$ cat src/inc/rqdd_pkg.sv
// rqdd_pkg: constants, field layout and state types for the request
// descriptor path between user logic and the transaction layer.
// assumes a 128-bit stream so the whole descriptor arrives in one beat.
//
// Behaviour
// - user opens each packet with 16-byte descriptor
// - core copies address type for memory, atomic
// - address type 00 raw, 01 xlate-req, 10 translated
// - user places Dword address in bits 63:2
// - user zeroes upper address on 32-bit requests
// - user sets first and last Dword byte masks
// - Dword count in bits 74:64, 1 to 256
// - user sets Dword count one for I/O
// - zero-length access: count one, first mask zero
// - core forwards Dword count without any checking
// - request type sits in bits 78:75
// - bit 79 set sends the request poisoned
// - user poisons only on detected payload error

package rqdd_pkg;

  // ==========================================================
  // stream geometry
  localparam int DATA_W = 128;
  localparam int KEEP_W = 4;
  localparam int BE_W = 4;
  localparam int BAND_W = 8;
  localparam int DWC_W = 11;
  localparam int DESC_BYTES = 16;

  // ==========================================================
  // descriptor field positions
  localparam int AT_LSB = 0;
  localparam int AT_MSB = 1;
  localparam int ADDR_LSB = 2;
  localparam int ADDR_MSB = 63;
  localparam int DWC_LSB = 64;
  localparam int DWC_MSB = 74;
  localparam int RTYPE_LSB = 75;
  localparam int RTYPE_MSB = 78;
  localparam int POISON_BIT = 79;

  // sideband layout: first mask low, last mask high
  localparam int FBE_LSB = 0;
  localparam int LBE_LSB = 4;

  // ==========================================================
  // address type codes
  localparam logic [1:0] AT_UNTRANSLATED = 2'h0;
  localparam logic [1:0] AT_XLATE_REQ = 2'h1;
  localparam logic [1:0] AT_TRANSLATED = 2'h2;
  localparam logic [1:0] AT_RESERVED = 2'h3;

  // ==========================================================
  // request type codes, plain defaults
  localparam logic [3:0] RT_MEM_RD = 4'h0;
  localparam logic [3:0] RT_MEM_WR = 4'h1;
  localparam logic [3:0] RT_IO_RD = 4'h2;
  localparam logic [3:0] RT_IO_WR = 4'h3;
  localparam logic [3:0] RT_ATOM_ADD = 4'h4;
  localparam logic [3:0] RT_ATOM_SWAP = 4'h5;
  localparam logic [3:0] RT_ATOM_CAS = 4'h6;

  // ==========================================================
  // counts and mask values
  localparam logic [DWC_W-1:0] DWC_MAX = 11'h100;
  localparam logic [DWC_W-1:0] DWC_ONE = 11'h001;
  localparam logic [BE_W-1:0] BE_ALL = 4'hf;
  localparam logic [BE_W-1:0] BE_NONE = 4'h0;
  localparam logic [KEEP_W-1:0] KEEP_ALL = 4'hf;

  // ==========================================================
  // state types
  typedef enum logic [1:0] {
    CS_DESC = 2'b01,
    CS_DATA = 2'b10
  } rqdd_core_st_e;

  typedef enum logic [1:0] {
    US_IDLE = 2'b01,
    US_DATA = 2'b10
  } rqdd_user_st_e;

endpackage

$ cat src/inc/rqdd_if.sv
// rqdd_if: requester request stream between user end and core end.
// assumes both ends share one clock; no clocking block here.
`timescale 1ns/1ps
`default_nettype none

interface rqdd_if;
  import rqdd_pkg::*;

  logic tvalid;
  logic tready;
  logic tlast;
  logic [DATA_W-1:0] tdata;
  logic [KEEP_W-1:0] tkeep;
  logic [BAND_W-1:0] request_sideband_bus;

  // user application drives requests
  modport user (
    output tvalid,
    input tready,
    output tlast,
    output tdata,
    output tkeep,
    output request_sideband_bus
  );

  // core end accepts them
  modport core (
    input tvalid,
    output tready,
    input tlast,
    input tdata,
    input tkeep,
    input request_sideband_bus
  );

endinterface

`default_nettype wire

$ cat src/rqdd_user_end.sv
// rqdd_user_end: user-side request builder; turns a request command plus
// a payload stream into descriptor and payload beats.
// assumes a 128-bit stream, byte address and byte length from user logic.
`timescale 1ns/1ps
`default_nettype none

module rqdd_user_end
  import rqdd_pkg::*;
(
  input wire logic CLK,
  input wire logic SYS_RST,
  input wire logic CE,
  rqdd_if.user RQ,
  input wire logic REQ_VALID,
  output logic REQ_READY,
  input wire logic [3:0] REQ_TYPE,
  input wire logic [1:0] REQ_AT,
  input wire logic [63:0] REQ_ADDR,
  input wire logic REQ_ADDR64,
  input wire logic [10:0] REQ_BYTES,
  input wire logic REQ_DATA_ERROR,
  input wire logic WR_VALID,
  output logic WR_READY,
  input wire logic [DATA_W-1:0] WR_DATA,
  input wire logic [KEEP_W-1:0] WR_KEEP,
  input wire logic WR_LAST,
  output logic REQ_REJECT
);

  // ==========================================================
  // state
  rqdd_user_st_e state_q;
  rqdd_user_st_e state_d;
  logic tvalid_q;
  logic tvalid_d;
  logic tlast_q;
  logic tlast_d;
  logic [DATA_W-1:0] tdata_q;
  logic [DATA_W-1:0] tdata_d;
  logic [KEEP_W-1:0] tkeep_q;
  logic [KEEP_W-1:0] tkeep_d;
  logic [BAND_W-1:0] band_q;
  logic [BAND_W-1:0] band_d;
  logic reject_q;
  logic reject_d;

  // ==========================================================
  // request classification
  logic is_io;
  logic is_atomic;
  logic is_mem;
  logic has_payload;
  logic zero_len;

  // type decode from the request command
  assign is_io = (REQ_TYPE == RT_IO_RD) || (REQ_TYPE == RT_IO_WR);
  assign is_atomic = (REQ_TYPE == RT_ATOM_ADD) || (REQ_TYPE == RT_ATOM_SWAP) || (REQ_TYPE == RT_ATOM_CAS);
  assign is_mem = (REQ_TYPE == RT_MEM_RD) || (REQ_TYPE == RT_MEM_WR);
  assign has_payload = (REQ_TYPE == RT_MEM_WR) || (REQ_TYPE == RT_IO_WR) || is_atomic;
  assign zero_len = (REQ_BYTES == 11'h000);

  // ==========================================================
  // length and byte masks
  logic [1:0] first_off;
  logic [11:0] span;
  logic [11:0] span_up;
  logic [11:0] dwc_raw;
  logic [DWC_W-1:0] dwc;
  logic [11:0] end_sum;
  logic [1:0] end_off;
  logic [BE_W-1:0] start_mask;
  logic [BE_W-1:0] end_mask;
  logic [BE_W-1:0] first_dword_byte_mask;
  logic [BE_W-1:0] last_dword_byte_mask;
  logic len_bad;

  // dword span of the byte range
  assign first_off = REQ_ADDR[1:0];
  assign span = {10'h000, first_off} + {1'b0, REQ_BYTES};
  assign span_up = span + 12'h003;
  assign dwc_raw = {2'h0, span_up[11:2]};
  assign end_sum = span - 12'h001;
  assign end_off = end_sum[1:0];
  assign start_mask = BE_W'(BE_ALL << first_off);
  assign end_mask = BE_W'(BE_ALL >> (2'h3 - end_off));
  assign len_bad = !zero_len && !is_io && (dwc_raw > {1'b0, DWC_MAX});

  // count: zero length and I/O both carry exactly one dword
  always_comb begin
    if (zero_len || is_io) begin
      dwc = DWC_ONE;
    end else begin
      dwc = dwc_raw[DWC_W-1:0];
    end
  end

  // valid bytes in first and last dword
  always_comb begin
    if (zero_len) begin
      first_dword_byte_mask = BE_NONE;
      last_dword_byte_mask = BE_NONE;
    end else if (dwc == DWC_ONE) begin
      first_dword_byte_mask = start_mask & end_mask;
      last_dword_byte_mask = BE_NONE;
    end else begin
      first_dword_byte_mask = start_mask;
      last_dword_byte_mask = end_mask;
    end
  end

  // ==========================================================
  // descriptor assembly
  logic [DATA_W-1:0] desc;

  // fields placed at their descriptor positions
  always_comb begin
    desc = '0;
    desc[AT_MSB:AT_LSB] = (is_mem || is_atomic) ? REQ_AT : AT_UNTRANSLATED;
    if (REQ_ADDR64) begin
      desc[ADDR_MSB:ADDR_LSB] = REQ_ADDR[63:2];
    end else begin
      desc[ADDR_MSB:ADDR_LSB] = {32'h00000000, REQ_ADDR[31:2]};
    end
    desc[DWC_MSB:DWC_LSB] = dwc;
    desc[RTYPE_MSB:RTYPE_LSB] = REQ_TYPE;
    desc[POISON_BIT] = REQ_DATA_ERROR && has_payload;
  end

  // ==========================================================
  // handshakes
  logic slot_free;
  logic req_take;
  logic wr_take;
  logic at_bad;

  // output slot empties when the core takes the beat
  assign slot_free = !tvalid_q || RQ.tready;
  assign REQ_READY = CE && (state_q == US_IDLE) && slot_free;
  assign WR_READY = CE && (state_q == US_DATA) && slot_free;
  assign req_take = REQ_VALID && REQ_READY;
  assign wr_take = WR_VALID && WR_READY;
  assign at_bad = (is_mem || is_atomic) && (REQ_AT == AT_RESERVED);

  // ==========================================================
  // next-state and beat loading
  always_comb begin
    state_d = state_q;
    tvalid_d = tvalid_q;
    tlast_d = tlast_q;
    tdata_d = tdata_q;
    tkeep_d = tkeep_q;
    band_d = band_q;
    reject_d = 1'b0;
    case (state_q)
      US_IDLE: begin
        if (req_take && (at_bad || len_bad)) begin
          reject_d = 1'b1;
          if (RQ.tready) begin
            tvalid_d = 1'b0;
          end
        end else if (req_take) begin
          // descriptor always leads the packet
          tvalid_d = 1'b1;
          tdata_d = desc;
          tkeep_d = KEEP_ALL;
          tlast_d = !has_payload;
          band_d = {last_dword_byte_mask, first_dword_byte_mask};
          if (has_payload) begin
            state_d = US_DATA;
          end
        end else if (RQ.tready) begin
          tvalid_d = 1'b0;
        end
      end
      US_DATA: begin
        if (wr_take) begin
          tvalid_d = 1'b1;
          tdata_d = WR_DATA;
          tkeep_d = WR_KEEP;
          tlast_d = WR_LAST;
          if (WR_LAST) begin
            state_d = US_IDLE;
          end
        end else if (RQ.tready) begin
          tvalid_d = 1'b0;
        end
      end
      default: begin
        state_d = US_IDLE;
        tvalid_d = 1'b0;
      end
    endcase
  end

  // registers, frozen while CE is low
  always_ff @(posedge CLK or posedge SYS_RST) begin
    if (SYS_RST) begin
      state_q <= US_IDLE;
      tvalid_q <= 1'b0;
      tlast_q <= 1'b0;
      tdata_q <= '0;
      tkeep_q <= '0;
      band_q <= '0;
      reject_q <= 1'b0;
    end else if (CE) begin
      state_q <= state_d;
      tvalid_q <= tvalid_d;
      tlast_q <= tlast_d;
      tdata_q <= tdata_d;
      tkeep_q <= tkeep_d;
      band_q <= band_d;
      reject_q <= reject_d;
    end
  end

  // ==========================================================
  // outputs
  assign RQ.tvalid = tvalid_q;
  assign RQ.tlast = tlast_q;
  assign RQ.tdata = tdata_q;
  assign RQ.tkeep = tkeep_q;
  assign RQ.request_sideband_bus = band_q;
  assign REQ_REJECT = reject_q;

endmodule

`default_nettype wire

$ cat src/flat_wrapper.sv
// flat-port wrapper written by rule: the top's interface ports become plain ports
module rqdd_user_end_flat import rqdd_pkg::*;
  (CLK, SYS_RST, CE, REQ_VALID, REQ_READY, REQ_TYPE, REQ_AT, REQ_ADDR, REQ_ADDR64, REQ_BYTES, REQ_DATA_ERROR, WR_VALID, WR_READY, WR_DATA, WR_KEEP, WR_LAST, REQ_REJECT, RQ_tvalid, RQ_tready, RQ_tlast, RQ_tdata, RQ_tkeep, RQ_request_sideband_bus);
  rqdd_if RQ_i ();
  input wire logic CLK;
  input wire logic SYS_RST;
  input wire logic CE;
  input wire logic REQ_VALID;
  output logic REQ_READY;
  input wire logic [3:0] REQ_TYPE;
  input wire logic [1:0] REQ_AT;
  input wire logic [63:0] REQ_ADDR;
  input wire logic REQ_ADDR64;
  input wire logic [10:0] REQ_BYTES;
  input wire logic REQ_DATA_ERROR;
  input wire logic WR_VALID;
  output logic WR_READY;
  input wire logic [DATA_W-1:0] WR_DATA;
  input wire logic [KEEP_W-1:0] WR_KEEP;
  input wire logic WR_LAST;
  output logic REQ_REJECT;
  output wire logic [$bits(RQ_i.tvalid)-1:0] RQ_tvalid;
  input wire logic [$bits(RQ_i.tready)-1:0] RQ_tready;
  output wire logic [$bits(RQ_i.tlast)-1:0] RQ_tlast;
  output wire logic [$bits(RQ_i.tdata)-1:0] RQ_tdata;
  output wire logic [$bits(RQ_i.tkeep)-1:0] RQ_tkeep;
  output wire logic [$bits(RQ_i.request_sideband_bus)-1:0] RQ_request_sideband_bus;
  assign RQ_tvalid = RQ_i.tvalid;
  assign RQ_i.tready = RQ_tready;
  assign RQ_tlast = RQ_i.tlast;
  assign RQ_tdata = RQ_i.tdata;
  assign RQ_tkeep = RQ_i.tkeep;
  assign RQ_request_sideband_bus = RQ_i.request_sideband_bus;
  rqdd_user_end u_core (.CLK(CLK), .SYS_RST(SYS_RST), .CE(CE), .RQ(RQ_i), .REQ_VALID(REQ_VALID), .REQ_READY(REQ_READY), .REQ_TYPE(REQ_TYPE), .REQ_AT(REQ_AT), .REQ_ADDR(REQ_ADDR), .REQ_ADDR64(REQ_ADDR64), .REQ_BYTES(REQ_BYTES), .REQ_DATA_ERROR(REQ_DATA_ERROR), .WR_VALID(WR_VALID), .WR_READY(WR_READY), .WR_DATA(WR_DATA), .WR_KEEP(WR_KEEP), .WR_LAST(WR_LAST), .REQ_REJECT(REQ_REJECT));
endmodule
$ cat config.mk
export PLATFORM = sky130hd
export DESIGN_NAME = rqdd_user_end_flat
export DESIGN_NICKNAME = d
export VERILOG_FILES = /design/src/inc/rqdd_pkg.sv /design/src/inc/rqdd_if.sv /design/src/rqdd_user_end.sv /design/src/flat_wrapper.sv
export SDC_FILE = /design/constraint.sdc
export NUM_CORES = 1
export LEC_CHECK = 0
export BUFFER_PORTS_ARGS = -buffer_cell sky130_fd_sc_hd__buf_2
export CELL_PAD_IN_SITES_DETAIL_PLACEMENT = 0
export CELL_PAD_IN_SITES_GLOBAL_PLACEMENT = 2
export CORE_ASPECT_RATIO = 0.5
export CORE_UTILIZATION = 25
export DETAILED_ROUTE_END_ITERATION = 6
export PLACE_DENSITY = 0.74
export SYNTH_ARGS = -nofsm -noshare
export SYNTH_HDL_FRONTEND = slang
export SYNTH_SLANG_ARGS = --single-unit
$ cat constraint.sdc
create_clock -name CLK -period 4.6 [get_ports CLK]
set_input_delay 0.46 -clock CLK [delete_from_list [all_inputs] [get_ports CLK]]
set_output_delay 0.46 -clock CLK [all_outputs]
set_load 0.02 [all_outputs]
==> flow_summary_export.csv <==
group,metric,value,unit
worst_setup_path,crit_path_start_kind,"input port",
clocking,root_buffer,"clkbuf_16",
power,peakVddDrop,0.316,mV
sta,tightest_slew,1.16,ns
die,dieArea,34800,µm²
worst_setup_path,reg2regPathDepth,7,
clocking,cts_resized,0,
synth,ys_types,69,
clocking,numCtsBuffers,17,
synth,dominantRegCellSynth,"dfrtp_1",
worst_setup_path,cp_slowest_stage_delay,0.60,ns
grt,grt_max_degree,90,
die,fp.dieH,132,µm
power,leakage,0.00484,µW
worst_setup_path,cp.arrival,4.05,ns
drt,route.vias.total,8258,
synth,yosys.area.top_type,"dfrtp_1",
layout,syn2layout_area_growth,32.8,%
die,num_rows,47,
worst_setup_path,crit_type,"in2reg",
clocking,clock-sinks,145,
die,coreArea,33300,µm²
place,dpl.hpwl,23500,µm
synth,synth_area,8500,µm²
sta,fmax,268,MHz
sta,tns,0,ns
worst_setup_path,crit_required,4.92,ns
grt,grt_overflow_total,0,
layout,nets,1402,
layout,final_util,33.9,%
worst_setup_path,path_max_fanout,21,
place,io_buffers,366,
sta,worst_slew_margin_rel,22.7,%
worst_setup_path,cp_slowest_cell,"fa_1",
synth,ys_ff_latch,145,
drt,firstDrtPassIters,5,
status,status,"complete, no violations",
power,powerDensity,595,nW/µm²
grt,grt_pass1_wl,50300,µm
place,post_dp_cell_area,10600,µm²
layout,drive_gt1_share,42.5,%
clocking,clk_latency,0.44,ns
layout,final_cell_area,11300,µm²
clocking,path_clk_slew,0.07,ns
synth,yosysSeqAreaShare,42.7,%
drt,drt-total-wl,32800,µm
synth,ys_async_sr_fraction,100,%
clocking,cts_tree,"done",
die,initial_core_util,25.5,%
synth,yosysTopAreaCellShare,42.4,%
place,globalplace.congestion,0.832,
worst_setup_path,end_kind,"register",
worst_setup_path,path_delay_family,"compound AO/OA/AOI/OAI gates",
sta,finalWorstSetupSlack,0.863,ns
run,maxCapViolCount,0,
die,die_w,263,µm
worst_setup_path,r2r-end,"u_core.RQ.tdata[41]$_DFFE_PP0P_",
clocking,holdBufCountCts,0,
drt,via_per_inst,5.07,
sta,final_max_slew_viol_count,0,
synth,synth_edf_count,0,
worst_setup_path,cp_cell_sequence,"buf_2, ha_1, fa_1, xor2_1, a21boi_2, nand3_2, o32ai_1, a21oi_1, o31ai_4, and2_2, buf_12, o22ai_1",
grt,grt_pass1_vias,8372,
synth,synth_area_leaders,"dfrtp_1, o22ai_2, mux2i_1",
die,io_pins,367,
drt,post_drt_wl_per_cell,20.1,µm
drt,drtIter0Drc,606,
sta,final-hold-violation-count,0,
clocking,htree_levels,4,
worst_setup_path,reg2reg_from,"u_core.state_q[0]$_DFFE_PP1P_",
synth,yosysWarnings,0,
sta,period_needed,3.74,ns
worst_setup_path,path_buf_inv,2,
sta,grt_setup_unrepaired,"false",
synth,synthTopCellsByCount,"dfrtp_1, nand2_1, nor2_1",
grt,grtUsageTotal,18.5,%
sta,skew,0.0123,ns
clocking,cts_max_path_buffers,2,
worst_setup_path,reg2reg_setup_slack,1.44,ns
synth,synth_nets,1092,
sta,setup_violations,0,
worst_setup_path,worst-path-stages,12,
synth,synth.avg_cell_area,9.85,µm²
clocking,cts_setup_buffers,0,
grt,antenna_found_initial,2,
drt,ant_nets,0,
drt,drc_errors,0,
sta,fin_crit_sh,81.2,%
synth,synth_cells,863,
power,total_power,6720,µW
synth,synth_most_common_cell,"dfrtp_1",
min_path,hp-class,"in2async",
place,pre_cts_slack,0.425,ns
## cell usage in the layout, fill, tap and decap left out, types with 34 or more instances in the layout
cell / synthesis / routed
nand2_1: 75 / 74
buf_2: 10 / 366
mux2i_1: 37 / 37
dfrtp_1: 144 / 144
a211oi_1: 41 / 40
o22ai_2: 49 / 49
nor2_1: 71 / 70
a221oi_1: 34 / 34
a31oi_1: 40 / 40
nand3_1: 57 / 57
## state kept, by name, indices dropped and copies added, names as in the netlist
| signal | flops |
|---|---|
| u_core.RQ.tkeep | 4 |
| u_core.RQ.tdata | 128 |
| u_core.RQ.tvalid | 1 |
| u_core.state_q | 2 |
| u_core.RQ.request_sideband_bus | 8 |
| u_core.REQ_REJECT | 1 |
| u_core.RQ.tlast | 1 |
## worst register-to-register path, delay by kind of cell (launching register included)
kind,cells,cell delay (ns)
DFF,1,0.53
AOI/OAI and AO/OA,2,0.98
adders and majority gates,1,0.35
buffers and inverters,2,0.83
and+or+nand+nor,2,0.39
## per-stage QoR
stage | std cells | hold WS [ns]
after floorplan | 863 | 0.474
after global placement | 1595 | 0.497
after detailed placement | 1595 | 0.496
after CTS | 1627 | 0.206
after global routing | 1629 | 0.236
final | 1629 | 0.169
## logic make-up (layout without fill, tap and decap cells)
group | Yosys count | count (layout) | share of synthesized area (%)
xor+xnor | 13 | 13 | 1.34
mux | 39 | 39 | 4.62
compound gates | 288 | 288 | 29.1
other cells | 0 | 2 | 0
flops | 145 | 145 | 42.7
fa+ha+maj | 7 | 7 | 1.12
simple gates | 268 | 268 | 14.8
buf+inv | 103 | 426 | 6.28
## layer usage
metal	GRT usage, %	up-vias	share of wire, %
met5	0	-	0
met4	7.39	0	2.9
met3	2.73	48	2.4
met2	32.3	134	52
met1	22.9	4173	43
li1	-	3903	-
## area by class of cell
cell class	instances	area [µm²]
Sequential cell	145	3630
Timing Repair Buffer	383	2030
Tap cell	441	552
Inverter	11	46.3
Fill cell	3488	22000
Multi-Input combinational cell	615	4380
Clock inverter	12	205
Antenna cell	2	5.00
Clock buffer	20	437
## worst max-delay path by stage
stage                 from                         endpoint  slack [ns]
2_1_floorplan      SYS_RST    u_core.REQ_REJECT$_DFFE_PP0P_        0.25
3_3_place_gp   REQ_ADDR[0]  u_core.RQ.tdata[85]$_DFFE_PP0P_        0.58
3_5_place_dp   REQ_ADDR[0]  u_core.RQ.tdata[85]$_DFFE_PP0P_        0.43
4_1_cts        REQ_ADDR[0]  u_core.RQ.tdata[85]$_DFFE_PP0P_        0.89
5_1_grt        REQ_ADDR[0]  u_core.RQ.tdata[85]$_DFFE_PP0P_        0.62
6_report       REQ_ADDR[0]  u_core.RQ.tdata[85]$_DFFE_PP0P_        0.86
## power by group
part	total (µW)	internal, µW	switching [µW]
registers	1960	1720	235
clock network	1560	967	592
logic	3200	1080	2120
Power figures use the tool's default switching activity.
